**config.mk**
```make
export PLATFORM = sky130hd
export DESIGN_NAME = coef_block_addr
export DESIGN_NICKNAME = d
export VERILOG_FILES = /design/src/core/coef_pkg.sv /design/src/core/coef_block_addr.sv
export VERILOG_INCLUDE_DIRS = /design/src /design/src/core
export SDC_FILE = /design/constraint.sdc
export NUM_CORES = 2
export LEC_CHECK = 0
export BUFFER_PORTS_ARGS = -buffer_cell sky130_fd_sc_hd__buf_2
export CAP_MARGIN = 15
export CORE_UTILIZATION = 51
export DETAILED_ROUTE_END_ITERATION = 12
export HOLD_SLACK_MARGIN = 0.06
export PLACE_DENSITY = 0.68
export SLEW_MARGIN = 20
export SYNTH_ARGS = -nofsm -noshare
export SYNTH_HDL_FRONTEND = slang
export SYNTH_SLANG_ARGS = --single-unit
```
**constraint.sdc**
```tcl
create_clock -name sys_clk_i -period 4.9 [get_ports sys_clk_i]
set_input_delay 1.225 -clock sys_clk_i [delete_from_list [all_inputs] [get_ports sys_clk_i]]
set_output_delay 1.225 -clock sys_clk_i [all_outputs]
set_load 0.02 [all_outputs]
```
**src/core/coef_map.svh**
```systemverilog
// address map constants for the coefficient block addressing logic
`ifndef COEF_MAP_SVH
`define COEF_MAP_SVH
`define COEF_WORDS 40
`define COEF_BLOCKS 5
`define COEF_BLK_WORDS 8
`define COEF_LAST_BLK 3'h4
`define COEF_TOP_IDX 3'h7
`define COEF_BOT_IDX 3'h0
`define BLK_IMPEDANCE_MATCH 3'h0
`define BLK_ECHO_CANCEL 3'h1
`define BLK_TONE_SCALING 3'h2
`define BLK_TRANSMIT 3'h3
`define BLK_RECEIVE 3'h4
`define TONE0_FREQ_ADDR 6'h14
`define TONE0_AMPL_ADDR 6'h15
`define TONE1_FREQ_ADDR 6'h16
`define TONE1_AMPL_ADDR 6'h17
`define RX_RESP_LAST_ADDR 6'h23
`endif

```
**src/core/coef_pkg.sv**
```systemverilog
// types for the coefficient block addressing logic
package coef_pkg;
  typedef enum logic [1:0] {
    ST_IDLE = 2'b01,
    ST_WALK = 2'b10
  } walk_state_t;
  typedef logic [15:0] coef_word_t;
endpackage

```
**src/core/coef_block_addr.sv**
```systemverilog
// coefficient memory with block addressing and downward word walk
// How it works
// - forty words as five eight-word blocks
// - one command walks all eight block words
// - word index counts down 111 to 000
// - address is block code over word index
// - receive block holds gain and response words
// - channel 0 words 20 to 23 feed tone generators
`timescale 1ns/1ps
`include "coef_map.svh"
module coef_block_addr
  import coef_pkg::*;
(
  // clock and reset
  input wire logic sys_clk_i,
  input wire logic nrst_i,
  // command from host control port
  input wire logic cmd_valid_i,
  input wire logic cmd_write_i,
  input wire logic [2:0] cmd_block_i,
  input wire logic [1:0] cmd_chan_i,
  // word stream
  input wire logic [15:0] wr_data_i,
  output logic [15:0] rd_data_o,
  output logic rd_valid_o,
  output logic busy_o,
  output logic [5:0] word_addr_o,
  output logic cmd_error_o,
  // tone coefficients of channel 0
  output logic [15:0] tone0_freq_o,
  output logic [15:0] tone0_ampl_o,
  output logic [15:0] tone1_freq_o,
  output logic [15:0] tone1_ampl_o
);
  walk_state_t state_ff, nxt_state;

  // walk context captured when a command is taken
  logic [2:0] blk_ff;
  logic [2:0] idx_ff;
  logic [1:0] chan_ff;
  logic wr_ff;

  // registered outputs
  logic [15:0] rd_data_ff;
  logic rd_valid_ff;
  logic err_ff;
  logic [15:0] t0f_ff;
  logic [15:0] t0a_ff;
  logic [15:0] t1f_ff;
  logic [15:0] t1a_ff;
  logic [5:0] addr_ff;
  logic busy_ff;

  // set once channel 0 tone block has been written; guards tone checks only
  logic tone_loaded_ff;

  // four banks of forty words, one per channel
  coef_word_t mem_ff [0:3][0:`COEF_WORDS-1];

  // codes above the last block are refused, never folded onto a real block
  wire cmd_ok = cmd_valid_i && (cmd_block_i <= `COEF_LAST_BLK);
  wire start = (state_ff == ST_IDLE) && cmd_ok;
  wire walking = (state_ff == ST_WALK);
  wire last_word = walking && (idx_ff == `COEF_BOT_IDX);

  // receive block: gain words on top, response words below, one walk for both
  wire [5:0] addr = {blk_ff, idx_ff};
  wire do_write = walking && wr_ff;
  wire tone_done = do_write && last_word && (chan_ff == 2'h0) && (blk_ff == `BLK_TONE_SCALING);

  always_comb begin
    nxt_state = state_ff;
    case (state_ff)
      ST_IDLE: if (start) nxt_state = ST_WALK;
      ST_WALK: if (last_word) nxt_state = ST_IDLE;
      default: nxt_state = ST_IDLE;
    endcase
  end

  always_ff @(posedge sys_clk_i) begin
    if (!nrst_i) begin
      state_ff <= ST_IDLE;
      blk_ff <= 3'h0;
      idx_ff <= `COEF_TOP_IDX;
      chan_ff <= 2'h0;
      wr_ff <= 1'b0;
      err_ff <= 1'b0;
    end else begin
      state_ff <= nxt_state;
      err_ff <= cmd_valid_i && !cmd_ok && (state_ff == ST_IDLE);
      if (start) begin
        blk_ff <= cmd_block_i;
        chan_ff <= cmd_chan_i;
        wr_ff <= cmd_write_i;
        idx_ff <= `COEF_TOP_IDX;
      end else if (walking) begin
        idx_ff <= idx_ff - 3'h1;
      end
    end
  end

  // memory has no reset: coefficients are loaded by the host after power up
  always_ff @(posedge sys_clk_i) begin
    if (do_write) mem_ff[chan_ff][addr] <= wr_data_i;
  end

  always_ff @(posedge sys_clk_i) begin
    if (!nrst_i) begin
      rd_data_ff <= 16'h0;
      rd_valid_ff <= 1'b0;
      t0f_ff <= 16'h0;
      t0a_ff <= 16'h0;
      t1f_ff <= 16'h0;
      t1a_ff <= 16'h0;
    end else begin
      rd_valid_ff <= walking && !wr_ff;
      if (walking && !wr_ff) rd_data_ff <= mem_ff[chan_ff][addr];
      t0f_ff <= mem_ff[0][`TONE0_FREQ_ADDR];
      t0a_ff <= mem_ff[0][`TONE0_AMPL_ADDR];
      t1f_ff <= mem_ff[0][`TONE1_FREQ_ADDR];
      t1a_ff <= mem_ff[0][`TONE1_AMPL_ADDR];
    end
  end

  // address output registered so it lines up with read data
  always_ff @(posedge sys_clk_i) begin
    if (!nrst_i) begin
      addr_ff <= 6'h0;
      busy_ff <= 1'b0;
    end else begin
      addr_ff <= walking ? addr : addr_ff;
      busy_ff <= (nxt_state == ST_WALK);
    end
  end

  // memory keeps its words over reset, but this flag does not: conservative
  always_ff @(posedge sys_clk_i) begin
    if (!nrst_i) begin
      tone_loaded_ff <= 1'b0;
    end else if (tone_done) begin
      tone_loaded_ff <= 1'b1;
    end
  end

  assign rd_data_o = rd_data_ff;
  assign rd_valid_o = rd_valid_ff;
  assign busy_o = busy_ff;
  assign word_addr_o = addr_ff;
  assign cmd_error_o = err_ff;
  assign tone0_freq_o = t0f_ff;
  assign tone0_ampl_o = t0a_ff;
  assign tone1_freq_o = t1f_ff;
  assign tone1_ampl_o = t1a_ff;

  // walk lasts exactly eight cycles
  a_walk_length: assert property (@(posedge sys_clk_i) disable iff (!nrst_i)
    start |=> walking [*8] ##1 !walking) else $error("walk not eight words");
  a_idx_top_first: assert property (@(posedge sys_clk_i) disable iff (!nrst_i)
    start |=> idx_ff == 3'h7) else $error("walk not starting at top word");
  a_idx_down: assert property (@(posedge sys_clk_i) disable iff (!nrst_i)
    walking && !last_word |=> idx_ff == $past(idx_ff) - 3'h1) else $error("index not down");
  a_addr_form: assert property (@(posedge sys_clk_i) disable iff (!nrst_i)
    start |=> addr[5:3] == $past(cmd_block_i)) else $error("block bits wrong");
  a_block_range: assert property (@(posedge sys_clk_i) disable iff (!nrst_i)
    walking |-> blk_ff <= 3'h4) else $error("block out of range");
  a_bad_block: assert property (@(posedge sys_clk_i) disable iff (!nrst_i)
    cmd_valid_i && cmd_block_i > 3'h4 && !walking |=> cmd_error_o && !busy_o)
    else $error("bad block accepted");
  a_rx_shared: assert property (@(posedge sys_clk_i) disable iff (!nrst_i)
    start && cmd_block_i == 3'h4 |=> ##4 addr == 6'h23) else $error("response words missed");
  a_chan_held: assert property (@(posedge sys_clk_i) disable iff (!nrst_i)
    walking && !last_word |=> $stable(chan_ff)) else $error("channel changed mid walk");

  // tone words are unknown until written, so these wait for the tone block
  a_tone_word: assert property (@(posedge sys_clk_i) disable iff (!nrst_i)
    tone_loaded_ff |=> tone0_freq_o == $past(mem_ff[0][`TONE0_FREQ_ADDR]))
    else $error("tone word wrong");
  a_tone_ampl0: assert property (@(posedge sys_clk_i) disable iff (!nrst_i)
    tone_loaded_ff |=> tone0_ampl_o == $past(mem_ff[0][`TONE0_AMPL_ADDR]))
    else $error("tone0 amplitude wrong");
  a_tone_freq1: assert property (@(posedge sys_clk_i) disable iff (!nrst_i)
    tone_loaded_ff |=> tone1_freq_o == $past(mem_ff[0][`TONE1_FREQ_ADDR]))
    else $error("tone1 frequency wrong");
  a_tone_ampl1: assert property (@(posedge sys_clk_i) disable iff (!nrst_i)
    tone_loaded_ff |=> tone1_ampl_o == $past(mem_ff[0][`TONE1_AMPL_ADDR]))
    else $error("tone1 amplitude wrong");

  // busy is registered from the next state, so it covers exactly the walk
  a_busy_level: assert property (@(posedge sys_clk_i) disable iff (!nrst_i)
    start |=> busy_o [*8] ##1 !busy_o)
    else $error("busy not eight cycles");

  // read words trail the walk by one cycle
  a_read_pulses: assert property (@(posedge sys_clk_i) disable iff (!nrst_i)
    start && !cmd_write_i |=> ##1 rd_valid_o [*8] ##1 !rd_valid_o)
    else $error("read words not eight");
  a_write_quiet: assert property (@(posedge sys_clk_i) disable iff (!nrst_i)
    start && cmd_write_i |=> ##1 !rd_valid_o [*8])
    else $error("read during write walk");
  a_idle_quiet: assert property (@(posedge sys_clk_i) disable iff (!nrst_i)
    !walking |=> !rd_valid_o)
    else $error("read word while idle");
  a_walk_end: assert property (@(posedge sys_clk_i) disable iff (!nrst_i)
    last_word |=> !walking)
    else $error("walk ran past bottom word");

  // the address output follows the walked word one cycle late
  a_addr_out: assert property (@(posedge sys_clk_i) disable iff (!nrst_i)
    walking |=> word_addr_o == $past(addr))
    else $error("word address output wrong");

  // main scenarios
  c_write_walk: cover property (@(posedge sys_clk_i) disable iff (!nrst_i) start && cmd_write_i);
  c_read_walk: cover property (@(posedge sys_clk_i) disable iff (!nrst_i) start && !cmd_write_i);
  c_rx_block: cover property (@(posedge sys_clk_i) disable iff (!nrst_i) start && cmd_block_i == 3'h4);
  c_bad_block: cover property (@(posedge sys_clk_i) disable iff (!nrst_i) cmd_error_o);
  c_tone_load: cover property (@(posedge sys_clk_i) disable iff (!nrst_i) tone_done);
endmodule // coef_block_addr

```
==> results.toml <==
[logic_synthesis]
synth_top_area_share_pct = 75.94
synth_area_leaders = "edfxtp_1 (76%), mux2i_1 (8.5%), mux4_2 (4.4%)"
ys_warn_count = 0
synth.avg_cell_area_um2 = 19.03
synth_common_cells = "edfxtp_1 (2560), mux2i_1 (859), o22ai_1 (401)"
syn_nets = 5348
syn_area_um2 = 101200
yosys.cell_count.top_type = "edfxtp_1"
synth_ff_type = "edfxtp_1"
seq_area_frac_synth_pct = 77.95
syn_inst = 5319
synth_cell_types = 62
synth_area_leader_cell = "edfxtp_1"
synth_edf_count = 2560
synth-seq-cells = 2662
synth_async_sr_flop_share_pct = 0

[placed_design]
place.gp.congestion = 0.9181
port-buffer-count = 113
dp.final_hpwl_um = 167400
placed_cell_area_um2 = 107000
dp_cells = 8125

[floorplanning]
die_width_um = 447.5
rows = 163
ios = 114
die_area_um2 = 200300
start_util_pct = 51.33
fp.coreArea_um2 = 197200
die_y_um = 447.5

[cts]
root_buffer = "clkbuf_16"
clockBufferDepth = 4
htree_levels = 5
clk-insertion-delay-late_ns = 0.93
cts_resized = 0
holdBufCountCts = 0
clk_pin_slew_ns = 0.06
cts_inserted_buffers = 281
cts_tree = "done"
cts.sinks = 2662
cts_setup_buffers = 0

[route]
wirelength_um = 274400
drtPass1Iterations = 7
vias = 54540
drc = 0
vias_per_cell = 6.334
drtIter0Drc = 7656
drtAntennaViolNets = 0
wl_per_cell_um = 31.87

[finish]
nFillCells = 14180
finalNonFillerCells = 8611
drive_above_1_share_pct = 18.82
design_area_um2 = 115700
fin_nets = 5798
syn_to_final_growth_pct = 14.27

[worst_setup_path]
crit_slowest_cell = "dfxtp_4"
worstPathRequired_ns = 5.64
path_cells = "buf_12, buf_4, mux2i_1, o22ai_1, nor4_1, nand2_1, a222oi_1, a21oi_1"
cp-end-kind = "flop"
critPathArrivalTime_ns = 5.08
cpPeakStageDelay_ns = 1.06
worstSetupPathType = "reg -> reg"
crit_fanout = 65
start_kind = "flop"

[timing]
fin_skew_ns = 0.05792
period_needed_ns = 4.343
max_freq_mhz = 230.2
rsz0062_at_grt = "false"
worst_slew_pin_slew_ns = 1.149
drv_slew = 0
final-hold-violation-count = 0
setup-tns-final_ns = 0
finalSetupViolCount = 0
max_slew_margin_pct = 23.42
fin_crit_sh_pct = 88.64
timing.hold.ws_ns = 0.4673

[power]
leakage_nw = 36.12
cellPowerDensity_nw_per_um2 = 423.9
power_mw = 49.03
ir_drop_v = 0.0004590

[global_route]
grt_pass1_wl_um = 386100
grt_busiest_layer = "met2"
grt_util_met3_pct = 5.430
globalRouteMet2Util_pct = 42.66
gr-usage-all-layers_pct = 27.31
grt_start_max_net_pins = 134
grt_pass1_vias = 52720
met1_usage_pct = 37.20
grt-ovfl-total = 0
antenna_found_initial = 4

[outcome]
outcome = "complete, no violations"

[job]
cap_violations = 0

[worst_hold_path]
hp-start = "mem_ff[0][274]"
hp-class = "reg -> reg"
## per-layer routing
layer | part of all wire (%) | wire length (um)
met1 | 38 | 103500
met2 | 47 | 128600
met3 | 10 | 28740
met4 | 4.9 | 13550
met5 | 0.0047 | 13
## kinds of logic (layout without fill, tap and decap cells)
group | count (synthesis) | in the layout | synth area share [%]
multiplexers | 1071 | 1071 | 13.09
AND/OR/NAND/NOR | 595 | 595 | 2.928
buffers and inverters | 323 | 971 | 1.722
flip-flops | 2662 | 2662 | 77.95
AO/OA/AOI/OAI | 662 | 662 | 4.244
other | 0 | 4 | 0
XOR/XNOR | 2 | 2 | 0.01731
adder cells (fa/ha/maj) | 4 | 4 | 0.04944
## cell type report
type	count	area (um2)	area share, %
flip-flops and latches	2662	78930	68.23
well taps	2640	3303	2.855
clock buffers	346	7485	6.470
inverters	7	26.28	0.02271
clock inverters	135	1194	1.032
multi-input cells	2334	20980	18.14
diodes	4	10.01	0.008653
repair buffers	483	3756	3.247
## worst max-delay path, delay by kind of cell (launching register included)
family	cells	cell delay, ns
buffers and inverters	2	0.87
multiplexers	1	0.24
flip-flops	1	1.06
AND/OR/NAND/NOR	2	1.06
AO/OA/AOI/OAI	3	0.84
## worst paths after layout
check | endpoint | slack [ns] | cells after the start
max | rd_data_o[11] | 0.56 | 8
min | tone1_freq_o[2] | 0.47 | 1
max reg2reg | rd_data_o[11] | 0.56 | 8
min reg2reg | tone1_freq_o[2] | 0.47 | 1
## cell usage in the layout, fill, tap and decap left out, types with 18 or more instances in the layout
cell type | Yosys | layout
buf_4 | 33 | 347
buf_2 | 163 | 96
nand2_1 | 135 | 134
o21ai_0 | 51 | 51
nor2_1 | 176 | 169
clkinv_2 | 0 | 43
and2_1 | 69 | 69
mux4_2 | 199 | 199
nor4_1 | 91 | 89
a222oi_1 | 19 | 19
dfxtp_1 | 102 | 97
buf_12 | 0 | 23
clkinv_1 | 1 | 59
bufinv_16 | 0 | 22
a21oi_1 | 51 | 51
clkbuf_16 | 0 | 288
edfxtp_1 | 2560 | 2560
mux2i_1 | 859 | 859
clkbuf_1 | 80 | 52
nand3_1 | 18 | 18
a22oi_1 | 61 | 61
o22ai_1 | 401 | 401
## flip-flops by register name, summed over array words and instances (netlist names), named ones only
register / cells
tone1_ampl_o: 16
tone0_ampl_o: 16
rd_data_o: 16
word_addr_o: 6
busy_o: 1
state_ff: 2
tone1_freq_o: 16
tone0_freq_o: 16
wr_ff: 1
rd_valid_o: 1
mem_ff: 2560
cmd_error_o: 1
idx_ff: 3
blk_ff: 3
chan_ff: 2
## metrics by stage
stage          utilization [%]  setup WS [ns]
2_1_floorplan                -          1.941
3_3_place_gp             54.24         0.7661
3_5_place_dp             54.24         0.7472
4_1_cts                  58.64         0.7046
5_1_grt                  58.65         0.5960
6_report                 58.66         0.5568
## power breakdown
part           internal [mW]  leakage, nW  switching, mW
Sequential              25.0         23.8          0.103
Clock                   12.0         4.26           8.42
Combinational           1.24         8.02           2.34
No activity file was read; power rests on OpenSTA's default activity.
